### src/verilog/bcg_defines.svh
`ifndef BCG_DEFINES_SVH
`define BCG_DEFINES_SVH

// ****************************************
// Register map
// ****************************************
`define BCG_OFF_MODE      12'h000
`define BCG_OFF_TCTRL     12'h004
`define BCG_OFF_PRESET    12'h008
`define BCG_OFF_STATUS    12'h00c
`define BCG_OFF_PORT      12'h010

// ****************************************
// Field positions
// ****************************************
`define BCG_MODE_SEL0_BIT 0
`define BCG_MODE_SEL1_BIT 1
`define BCG_MODE_SEL2_BIT 2
`define BCG_ARB_LO_BIT    3
`define BCG_ARB_HI_BIT    4
`define BCG_TCTRL_EN_BIT  0
`define BCG_TCTRL_TRG_BIT 1
`define BCG_PORT_OE_BIT   0
`define BCG_PORT_OUT_BIT  1

// ****************************************
// Reset values
// ****************************************
`define BCG_MODE_RST      5'h17
`define BCG_TCTRL_RST     2'h0
`define BCG_PRESET_RST    24'h0003e8
`define BCG_PORT_RST      2'h0

`endif

### src/verilog/bcg_pkg.sv
package bcg_pkg;

    typedef enum logic [1:0] {
        BCG_ARB_PRI = 2'h0,
        BCG_ARB_RRS = 2'h1,
        BCG_ARB_PRR = 2'h2
    } bcg_arb_type;

    typedef struct packed {
        logic [31:0] paddr;
        logic        psel;
        logic        penable;
        logic        pwrite;
        logic [31:0] pwdata;
    } bcg_apb_req_type;

    typedef struct packed {
        logic [31:0] prdata;
        logic        pready;
        logic        pslverr;
    } bcg_apb_rsp_type;

    typedef struct packed {
        logic       higher_req;
        logic       any_req;
        logic       level3_req;
        logic       grant;
    } bcg_arb_in_type;

endpackage

### src/verilog/bcg_timer.sv
`include "bcg_defines.svh"

module bcg_timer #(
    parameter int WIDTH = 24
) (
    input  wire logic             mclk,
    input  wire logic             sys_rst,
    input  wire logic             enable,
    input  wire logic             restart,
    input  wire logic [WIDTH-1:0] preset,
    output logic                  expired,
    output logic [WIDTH-1:0]      count
);
    import bcg_pkg::*;

    logic [WIDTH-1:0] count_q;
    logic             exp_q;

    // Retriggerable one-shot: every restart while enabled reloads the full timeout.
    always_ff @(posedge mclk or posedge sys_rst) begin
        if (sys_rst) begin
            count_q <= '0;
            exp_q   <= 1'b0;
        end else if (!enable) begin
            count_q <= '0;
            exp_q   <= 1'b0;
        end else if (restart) begin
            count_q <= preset;     // RULE10
            exp_q   <= 1'b0;
        end else if (count_q != '0) begin
            count_q <= count_q - 1'b1;
            exp_q   <= (count_q == {{(WIDTH-1){1'b0}}, 1'b1});
        end
    end

    assign expired = exp_q;
    assign count   = count_q;

    a_restart_reload: assert property (@(posedge mclk) disable iff (sys_rst)
        enable && restart |=> count_q == $past(preset) && !exp_q) // RULE10
        else $error("timer did not reload on restart");

endmodule

### src/verilog/bcg_top.sv
// Operation
// RULE1: Clear output combines arbiter and timer requests.
// RULE2: Clear depends on arbitration, mode, timer setup.
// RULE3: Three select bits choose clear mode.
// RULE4: After reset timer pins are high inputs.
// RULE5: Reset default clears on pending level-3 request.
// RULE6: Timer control selects timer or port pins.
// RULE7: Timer mode drives timer clear on output pin.
// RULE8: Trigger pin enables watchdog count.
// RULE9: Timer guarantees each master minimum tenure.
// RULE10: Retriggerable one-shot with programmable timeout.
// RULE11: Every bus grant restarts the watchdog.
// RULE12: Software never makes trigger pin an output.
// RULE13: Select codes map to combine functions.
// RULE14: Arbiter condition depends on arbitration type.
// RULE15: Forbidden codes never assert clear.
`include "bcg_defines.svh"

module bcg_top #(
    parameter int TWIDTH = 24
) (
    input  wire logic                     mclk,
    input  wire logic                     sys_rst,
    input  wire bcg_pkg::bcg_apb_req_type apb_req,
    output bcg_pkg::bcg_apb_rsp_type      apb_rsp,
    input  wire bcg_pkg::bcg_arb_in_type  arb_in,
    input  wire logic                     timer_trigger_pin_i,
    output logic                          timer_trigger_pin_o,
    output logic                          timer_trigger_pin_oe,
    input  wire logic                     timer_output_pin_i,
    output logic                          timer_output_pin_o,
    output logic                          timer_output_pin_oe,
    output logic                          bus_clear_n
);
    import bcg_pkg::*;

    // ****************************************
    // Synchronisers
    // ****************************************
    logic [4:0] s1_q;
    logic [4:0] s2_q;

    // Requests reset to their idle low level and pins to their pulled-up high level.
    // A request bit reset high would raise a false clear just after reset.
    always_ff @(posedge mclk or posedge sys_rst) begin
        if (sys_rst) begin
            s1_q <= 5'h03;
            s2_q <= 5'h03;
        end else begin
            s1_q <= {arb_in.higher_req, arb_in.any_req, arb_in.level3_req,
                     timer_trigger_pin_i, timer_output_pin_i};
            s2_q <= s1_q;
        end
    end

    logic higher_req_s;
    logic any_req_s;
    logic level3_req_s;
    logic trig_pin_s;
    logic out_pin_s;
    assign {higher_req_s, any_req_s, level3_req_s, trig_pin_s, out_pin_s} = s2_q;

    // Grant comes from on-board arbiter logic on this clock.
    logic grant_q;
    logic grant_rise;
    always_ff @(posedge mclk or posedge sys_rst) begin
        if (sys_rst) begin
            grant_q <= 1'b0;
        end else begin
            grant_q <= arb_in.grant;
        end
    end
    assign grant_rise = arb_in.grant && !grant_q;

    // ****************************************
    // Registers
    // ****************************************
    logic [4:0]        mode_q;
    logic [1:0]        tctrl_q;
    logic [TWIDTH-1:0] preset_q;
    logic [1:0]        port_q;

    logic wr_en;
    logic [11:0] off;
    assign off   = apb_req.paddr[11:0];
    assign wr_en = apb_req.psel && apb_req.penable && apb_req.pwrite;

    function automatic logic known_off(input logic [11:0] a);
        known_off = (a == `BCG_OFF_MODE) || (a == `BCG_OFF_TCTRL) ||
                    (a == `BCG_OFF_PRESET) || (a == `BCG_OFF_STATUS) ||
                    (a == `BCG_OFF_PORT);
    endfunction

    // Reset default is mode 1,1,1 with prioritized round robin.
    always_ff @(posedge mclk or posedge sys_rst) begin
        if (sys_rst) begin
            mode_q <= `BCG_MODE_RST; // RULE5
        end else if (wr_en && off == `BCG_OFF_MODE) begin
            mode_q <= apb_req.pwdata[4:0]; // RULE3
        end
    end

    always_ff @(posedge mclk or posedge sys_rst) begin
        if (sys_rst) begin
            tctrl_q  <= `BCG_TCTRL_RST;
            preset_q <= TWIDTH'(`BCG_PRESET_RST);
        end else if (wr_en && off == `BCG_OFF_TCTRL) begin
            tctrl_q <= apb_req.pwdata[1:0]; // RULE6
        end else if (wr_en && off == `BCG_OFF_PRESET) begin
            preset_q <= apb_req.pwdata[TWIDTH-1:0];
        end
    end

    // The trigger pin output enable is never set from software: driving it
    // could fight external circuitry on the board.
    always_ff @(posedge mclk or posedge sys_rst) begin
        if (sys_rst) begin
            port_q <= `BCG_PORT_RST;
        end else if (wr_en && off == `BCG_OFF_PORT) begin
            port_q <= apb_req.pwdata[1:0];
        end
    end

    logic timer_en;
    logic [TWIDTH-1:0] tcount;
    logic timer_clear_request;
    assign timer_en = tctrl_q[`BCG_TCTRL_EN_BIT];

    // ****************************************
    // Bus-clear combination
    // ****************************************
    logic arbiter_clear_request;
    logic clear_d;
    logic clear_q;

    function automatic logic arb_cond(input logic [1:0] at, input logic hi,
                                      input logic any, input logic l3);
        case (at)
            BCG_ARB_PRI: arb_cond = hi;
            BCG_ARB_RRS: arb_cond = any;
            BCG_ARB_PRR: arb_cond = l3;
            default:     arb_cond = l3;
        endcase
    endfunction

    function automatic logic combine(input logic [2:0] sel, input logic a,
                                     input logic t);
        case (sel)
            3'h7:    combine = a;
            3'h1:    combine = t;
            3'h5:    combine = a | t;
            3'h2:    combine = a & t;
            default: combine = 1'b0;
        endcase
    endfunction

    assign arbiter_clear_request = arb_cond(mode_q[4:3], higher_req_s, any_req_s,
                                            level3_req_s); // RULE14

    // Select bits packed as sel0 sel1 sel2 from msb to lsb.
    logic [2:0] sel;
    assign sel = {mode_q[`BCG_MODE_SEL0_BIT], mode_q[`BCG_MODE_SEL1_BIT],
                  mode_q[`BCG_MODE_SEL2_BIT]};

    // Forbidden codes fall to the default and never assert.
    assign clear_d = combine(sel, arbiter_clear_request,
                             timer_clear_request); // RULE1 RULE2 RULE13 RULE15

    always_ff @(posedge mclk or posedge sys_rst) begin
        if (sys_rst) begin
            clear_q <= 1'b0;
        end else begin
            clear_q <= clear_d;
        end
    end

    // ****************************************
    // Watchdog
    // ****************************************
    logic trig_ok;
    logic restart;
    // The trigger pin gates counting only when software asks for it.
    // While the trigger is low the counter keeps reloading, so counting
    // always starts from the full timeout once the trigger rises.
    assign trig_ok = !tctrl_q[`BCG_TCTRL_TRG_BIT] || trig_pin_s; // RULE8
    assign restart = grant_rise || !trig_ok; // RULE8 RULE11

    // Each grant reloads the timeout, so a master keeps the bus at least
    // the preset time before the timer can request a clear.
    bcg_timer #(
        .WIDTH (TWIDTH)
    ) u_timer (
        .mclk    (mclk),
        .sys_rst (sys_rst),
        .enable  (timer_en), // RULE9
        .restart (restart),
        .preset  (preset_q),
        .expired (),
        .count   (tcount)
    );

    logic tmr_clr_q;
    always_ff @(posedge mclk or posedge sys_rst) begin
        if (sys_rst) begin
            tmr_clr_q <= 1'b0;
        end else begin
            tmr_clr_q <= timer_en && trig_ok && !restart && (tcount == '0) &&
                         grant_q;
        end
    end
    assign timer_clear_request = tmr_clr_q;

    // ****************************************
    // Pins and outputs
    // ****************************************
    logic timer_output_o_q;
    logic timer_output_oe_q;
    logic bclr_n_q;

    always_ff @(posedge mclk or posedge sys_rst) begin
        if (sys_rst) begin
            timer_output_o_q  <= 1'b1; // RULE4
            timer_output_oe_q <= 1'b0; // RULE4
        end else if (timer_en) begin
            timer_output_o_q  <= !timer_clear_request; // RULE7
            timer_output_oe_q <= 1'b1; // RULE7
        end else begin
            timer_output_o_q  <= port_q[`BCG_PORT_OUT_BIT]; // RULE6
            timer_output_oe_q <= port_q[`BCG_PORT_OE_BIT];
        end
    end

    always_ff @(posedge mclk or posedge sys_rst) begin
        if (sys_rst) begin
            bclr_n_q <= 1'b1;
        end else begin
            bclr_n_q <= !clear_q;
        end
    end

    assign timer_output_pin_o   = timer_output_o_q;
    assign timer_output_pin_oe  = timer_output_oe_q;
    assign timer_trigger_pin_o  = 1'b1;
    assign timer_trigger_pin_oe = 1'b0; // RULE12
    assign bus_clear_n          = bclr_n_q;

    // ****************************************
    // APB read path
    // ****************************************
    logic [31:0] rdata_q;
    logic        ready_q;
    logic        err_q;
    logic [31:0] rd_mux;

    always_comb begin
        rd_mux = 32'h0000_0000;
        case (off)
            `BCG_OFF_MODE:   rd_mux = {27'h0, mode_q};
            `BCG_OFF_TCTRL:  rd_mux = {30'h0, tctrl_q};
            `BCG_OFF_PRESET: rd_mux = 32'(preset_q);
            `BCG_OFF_STATUS: rd_mux = {26'h0, trig_pin_s, out_pin_s, clear_q,
                                       timer_clear_request, arbiter_clear_request,
                                       tcount == '0};
            `BCG_OFF_PORT:   rd_mux = {30'h0, port_q};
            default:         rd_mux = 32'h0000_0000;
        endcase
    end

    // Zero-wait: pready rises in the first access cycle.
    // Read data is captured from the setup cycle so that it stands beside pready.
    always_ff @(posedge mclk or posedge sys_rst) begin
        if (sys_rst) begin
            rdata_q <= 32'h0000_0000;
            ready_q <= 1'b0;
            err_q   <= 1'b0;
        end else begin
            rdata_q <= (apb_req.psel && !apb_req.penable && !apb_req.pwrite) ?
                       rd_mux : rdata_q;
            ready_q <= apb_req.psel && !apb_req.penable;
            err_q   <= apb_req.psel && !apb_req.penable && !known_off(off);
        end
    end

    assign apb_rsp.prdata  = rdata_q;
    assign apb_rsp.pready  = ready_q;
    assign apb_rsp.pslverr = err_q;

    // ****************************************
    // Checks
    // ****************************************
    a_forbidden_quiet: assert property (@(posedge mclk) disable iff (sys_rst)
        !(sel inside {3'h7, 3'h1, 3'h5, 3'h2}) |=> !clear_q) // RULE15
        else $error("forbidden code asserted clear");

    a_arb_only_mode: assert property (@(posedge mclk) disable iff (sys_rst)
        sel == 3'h7 |=> clear_q == $past(arbiter_clear_request)) // RULE13
        else $error("arbiter-only mode wrong");

    a_and_mode: assert property (@(posedge mclk) disable iff (sys_rst)
        sel == 3'h2 && !timer_clear_request |=> !clear_q) // RULE1
        else $error("and mode asserted without timer");

    a_prr_cond: assert property (@(posedge mclk) disable iff (sys_rst)
        mode_q[4:3] == BCG_ARB_PRR |-> arbiter_clear_request == level3_req_s) // RULE14
        else $error("prr condition wrong");

    a_bclr_follow: assert property (@(posedge mclk) disable iff (sys_rst)
        clear_d |=> ##1 !bus_clear_n) // RULE2
        else $error("bus clear output late");

    a_timer_output_drive: assert property (@(posedge mclk) disable iff (sys_rst)
        timer_en |=> timer_output_pin_oe) // RULE7
        else $error("timer output pin not driven");

    a_trig_no_drive: assert property (@(posedge mclk) disable iff (sys_rst)
        !timer_trigger_pin_oe) // RULE12
        else $error("trigger pin driven");

    a_grant_tenure: assert property (@(posedge mclk) disable iff (sys_rst)
        restart && preset_q > 2 |=> !timer_clear_request [*2]) // RULE9 RULE11
        else $error("clear raised before tenure");

endmodule

### config.mk
export PLATFORM = sky130hd
export DESIGN_NAME = bcg_top
export DESIGN_NICKNAME = d
export VERILOG_FILES = /design/src/verilog/bcg_pkg.sv /design/src/verilog/bcg_timer.sv /design/src/verilog/bcg_top.sv
export VERILOG_INCLUDE_DIRS = /design/src /design/src/verilog
export SDC_FILE = /design/constraint.sdc
export NUM_CORES = 1
export LEC_CHECK = 0
export BUFFER_PORTS_ARGS = -buffer_cell sky130_fd_sc_hd__buf_2
export CAP_MARGIN = 20
export CELL_PAD_IN_SITES_DETAIL_PLACEMENT = 0
export CELL_PAD_IN_SITES_GLOBAL_PLACEMENT = 1
export CORE_ASPECT_RATIO = 2
export CORE_MARGIN = 10
export CORE_UTILIZATION = 42
export DETAILED_ROUTE_END_ITERATION = 12
export PLACE_DENSITY_LB_ADDON = 0.08
export SETUP_SLACK_MARGIN = 0.15
export SLEW_MARGIN = 10
export SYNTH_ARGS = -nofsm -noshare
export SYNTH_HDL_FRONTEND = slang
export SYNTH_HIERARCHICAL = 1
export SYNTH_SLANG_ARGS = --single-unit
### constraint.sdc
create_clock -name mclk -period 2.8 [get_ports mclk]
set_clock_uncertainty 0.2 [all_clocks]
set_input_delay 0.56 -clock mclk [delete_from_list [all_inputs] [get_ports mclk]]
set_output_delay 0.56 -clock mclk [all_outputs]
set_load 0.1 [all_outputs]
# Word level (Yosys, flattened, before mapping)
# Cells that the tools add are included.
[word_totals]
reg_bits = 107
output_inout_bits = 39
wordCells = 72
[op_classes]
addsub = 1
eq_ne = 10
muxes = 8
bitwise = 3
n_reduce_logical = 34
[ops]
columns = ["op", "count"]
rows = [
  ["one-hot mux 24 bit (5 select lines)", 1],
  ["2-to-1 mux 24 bit", 3],
  ["== test 12 x 4 -> 1 bit (second input constant)", 2],
  ["logical NOT 24 bit", 1],
  ["nonzero test 24 bit", 1],
  ["subtractor 24 x 1 -> 24 bit (second input constant)", 1],
  ["logical AND 1 bit", 14],
  ["== test 12 x 3 -> 1 bit (second input constant)", 1],
  ["== test 12 x 5 -> 1 bit (second input constant)", 1],
  ["logical NOT 12 bit", 1],
  ["logical NOT 1 bit", 9],
  ["== test 3 bit (second input constant)", 2],
  ["logical OR 1 bit", 6],
  ["one-hot mux 1 bit (4 select lines)", 1],
  ["== test 3 x 1 -> 1 bit (second input constant)", 1],
  ["== test 3 x 2 -> 1 bit (second input constant)", 1],
  ["!= test 3 x 1 -> 1 bit (second input constant)", 1],
  ["== test 2 x 1 -> 1 bit (second input constant)", 1],
  ["logical NOT 2 bit", 1],
  ["2-to-1 mux 1 bit", 2],
  ["one-hot mux 1 bit (2 select lines)", 1],
  ["AND reduction 2 bit", 1],
  ["AND 1 bit", 1],
  ["NOT 1 bit", 1],
  ["OR 1 bit", 1],
]

# Depth between registers and ports, before layout
[logic_depth]
word_depth = 8
mapped_depth = 9
ltp_nobuf = 7

# Modules after synthesis
# The synthesis kept the hierarchy.
[by_module_without_submodules]
columns = ["mod", "instances", "cells_per_inst", "area_per_inst_um2", "seq_area_each_um2"]
rows = [
  ["bcg_top", 1, 235, 3135.5, 1896.8],
  ["bcg_timer", 1, 175, 1542.7, 625.6],
]

# Least setup slack after synthesis
# Ideal clock, no wire load.
[synth_path]
path_kind = "input port to flip-flop"
startpoint = "in apb_req[44] (netlist bit)"
endpoint = "reg preset_q[0]"
arrival_time_ns = 2.232
required_time_ns = 2.475
slack_ns = 0.243
stages = 6
path_buffers = 2
cell_sequence = "or4_4 > or2_0 > buf_2 > nor3_4 > buf_6 > mux2_2"
[synth_between]
elab_chain_cells = 4
elab_cells_between_ends = 6
cone_classes = "eq/ne: 2; bitwise: 1; reduce/logical: 3"
[synth_lines]
columns = ["element", "line", "rtl"]
rows = [
  ["from (decl)", "bcg_top.sv:24", "input wire bcg_pkg::bcg_apb_req_type apb_req,"],
  ["== test 12 x 3 -> 1 bit", "n/a", ""],
  ["logical AND 1 bit (no source line)", "n/a", ""],
  ["NOT 1 bit (no source line)", "n/a", ""],
  ["AND reduction 2 bit (no source line) *", "n/a", ""],
  ["to (signal assigned)", "bcg_top.sv:106", "preset_q <= TWIDTH'(`BCG_PRESET_RST);"],
  ["to (signal assigned)", "bcg_top.sv:110", "preset_q <= apb_req.pwdata[TWIDTH-1:0];"],
  ["to (decl)", "bcg_top.sv:80", "logic [TWIDTH-1:0] preset_q;"],
]
# Mark *: on every way between the ends. The rest lies on a longest branch, timed or not.
# A chain may end at the register's enable or synchronous reset.

# Worst setup path in the final report
[layout_path]
startpoint = "reg u_timer.count_q[10] (netlist: u_timer/count[10])"
endpoint = "reg u_timer.count_q[19] (netlist: u_timer/count[19])"
[layout_between]
elab_chain_cells = 4
elab_cells_between_ends = 6
cone_classes = "add/sub: 1; eq/ne: 1; mux: 3; reduce/logical: 1"
[layout_lines]
columns = ["element", "line", "rtl"]
rows = [
  ["from (decl)", "bcg_timer.sv:16", "logic [WIDTH-1:0] count_q;"],
  ["from (signal assigned)", "bcg_timer.sv:28", "count_q <= preset;"],
  ["from (signal assigned)", "bcg_timer.sv:31", "count_q <= count_q - 1'b1;"],
  ["subtractor 24 x 1 -> 24 bit", "bcg_timer.sv:31", ""],
  ["2-to-1 mux 24 bit", "bcg_timer.sv:30", "end else if (count_q != '0) begin"],
  ["2-to-1 mux 24 bit", "bcg_timer.sv:27", "end else if (restart) begin"],
  ["2-to-1 mux 24 bit", "bcg_timer.sv:24", "end else if (!enable) begin"],
]
# Parallel ways exist; a longest one is shown, timed or not. The select of a mux whose other input is x is not followed.

==> key figures <==
Power
  • Power density over the cells: 543 mW/mm²
  • Leak: 0.00274 µW
  • Peak supply drop: 0.330 mV

Synth
  • Mapped Avg Cell Area: 11.4 µm²
  • Mapped Cells: 405
  • Synth warn: 6
  • Post-Syn Area: 0.00462 mm²

Timing
  • Max-slew headroom: 59.0%
  • Setup TNS: 0 ns
  • Final setup margin: 0.359 ns
  • Final hold viol count: 0
  • Worst-margin pin slew: between 0.6 and 0.7 ns
  • Unrepaired setup endpoints after global routing: no
  • Max frequency: 0.410 GHz
  • Final hold slack: 0.0680 ns
  • Setup-failing EPs final: 0
  • Tcrit/Tclk final: 87.2%
  • Final Max Tran Viols: 0
  • Min Tclk post-route: 2.44 ns

CTS
  • CTS root buffer: clkbuf_16
  • CTS Buf Count: 9
  • CTS tree: built
  • Post-CTS sizing: 0
  • Post-CTS Setup Inserts: 0
  • Clock slew at reported path FFs: about 0.070 ns
  • Sink Count: 99
  • H-tree levels: 3
  • Cts hold-fix bufs: 0
  • Clock buffer depth: 2
  • Worst-Skew Late Latency: 0.34 ns

Cells and area
  • Fillers: 1000
  • Share of layout cells above drive strength 1: 35.8%
  • Nets: 563
  • Diode count: 0
  • Area growth syn-to-layout: 18.4%
  • Final core occ: 50.6%

Place
  • Routability Congestion: about 0.94
  • Number of port buffers: 75
  • Worst slack, placed: around 0.085 ns
  • DP Wirelength: 8960 µm

Critical path
  • Crit end category: register
  • WS Path Type: reg -> reg
  • Worst path arrival time: between 2 and 2.5 ns
  • Req. time, crit path: 2.80 ns
  • Critical-path maximum fanout: 12
  • Crit start category: register

Floorplanning
  • Starting density of the core: 42.7%
  • Chip height: 168 µm
  • Die width: 94.2 µm
  • Core ar.: 0.0108 mm²
  • Area of the die: between 0.015 and 0.02 mm²
  • I/O pins: 114
  • # rows: 54

Flow run
  • Max cap viols: 0

Worst hold path
  • Hold WC Path Type: in -> async

Global route
  • Initial antenna violation count: 0
  • Global-route wire length before repair: 18700 µm
  • Overflow after GRT: 0
  • Pin count of the biggest net entering global routing: 43
  • Number of global-route vias before repair: roughly 3700
  • GRT Util Overall: 15.2%

Detailed routing
  • Drt via density: 5.31
  • DRT antenna net count: 0
  • Post-route DRC: 0
  • Initial DRT Pass Iterations: 4
  • Detailed Route WL: 11700 µm
  • DR vias: 3353
  • Post-DR wirelength/cell: 18.6 µm
  • Drt first-iter violations: between 100 and 150

Run status
  • Outcome: finished clean
==> state kept, by name, indices dropped and copies added (netlist names), 2 cells and up <==
name and flops:
s2_q 5, port_q 2, tctrl_q 2, s1_q 5, u_timer/count 24, preset_q 24
mode_q 5, rdata_q 24
==> through the flow <==
step | power [µW] | cell area [µm²] | std cells
floorplan | 1650 | 4650 | 413
global placement | 1710 | 5160 | 615
detailed placement | 1710 | 5160 | 615
CTS | 3000 | 5470 | 631
global route | 3080 | 5470 | 631
finish | 2970 | 5470 | 631
==> layout make-up <==
class | instances | area [µm²] | area share (%)
Sequential cell | 99 | 2500 | 45.7
Multi-Input combinational cell | 274 | 1930 | 35.2
Timing Repair Buffer | 93 | 523 | 9.56
Clock buffer | 12 | 256 | 4.69
Tap cell | 140 | 175 | 3.20
Clock inverter | 4 | 56.3 | 1.03
Inverter | 9 | 33.8 | 0.618
==> worst paths after layout <==
| check | start | end | slack, ns | cells past startpoint |
|---|---|---|---|---|
| max | u_timer/count[10] | u_timer/count[19] | 0.36 | 6 |
| min | sys_rst | u_timer/count[23] | 0.07 | 3 |
| max reg2reg | u_timer/count[10] | u_timer/count[19] | 0.36 | 6 |
| min reg2reg | s1_q[4] | s2_q[4] | 0.15 | 0 |
| max in group asynchronous | sys_rst | mode_q[4] | 1.86 | 3 |
| min in group mclk | timer_trigger_pin_i | s1_q[1] | 0.11 | 1 |
==> placed cells by master (no fill, tap or decap), drive strengths merged, types with 2 or more instances in the layout <==
cell type and n:
a211oi 10, a21oi 17, a22o 18, a22oi 3, and3 4, and4 2, buf 93, clkbuf 12
conb 10, dfrtp 83, dfstp 16, ha 2, inv 11, mux2 38, mux2i 5, nand2 25
nand2b 3, nand3 8, nand4 5, nand4b 2, nor2 34, nor2b 3, nor3 12, nor3b 3
nor4 13, o21ai 12, o2bb2ai 2, o31ai 3, or2 3, or3 3, or4 6, xnor2 16
xor2 2
==> worst max-delay path, stage by stage (launching register included) <==
cell,delay (ns)
dfrtp_1,0.44
nor4_2,0.59
nand4_1,0.23
nor3_1,0.39
nand2b_1,0.18
buf_4,0.20
a211oi_1,0.07
==> where the power goes <==
part           internal, µW  switching, µW  leakage, µW
sequential             1450           5.59      0.00131
clock                   750            534     0.000154
combinational          56.7            176      0.00128
total                  2250            716      0.00274
==> layer usage <==
metal / up-vias / global-route usage, % / routed length (µm)
met1: 1646 / 14.2 / 4070
met3: 27 / 3.52 / 542
met5: - / 0 / 0
li1: 1595 / - / -
met2: 85 / 28.6 / 6740
met4: 0 / 8.17 / 376
No activity file was read; power rests on OpenSTA's default activity.
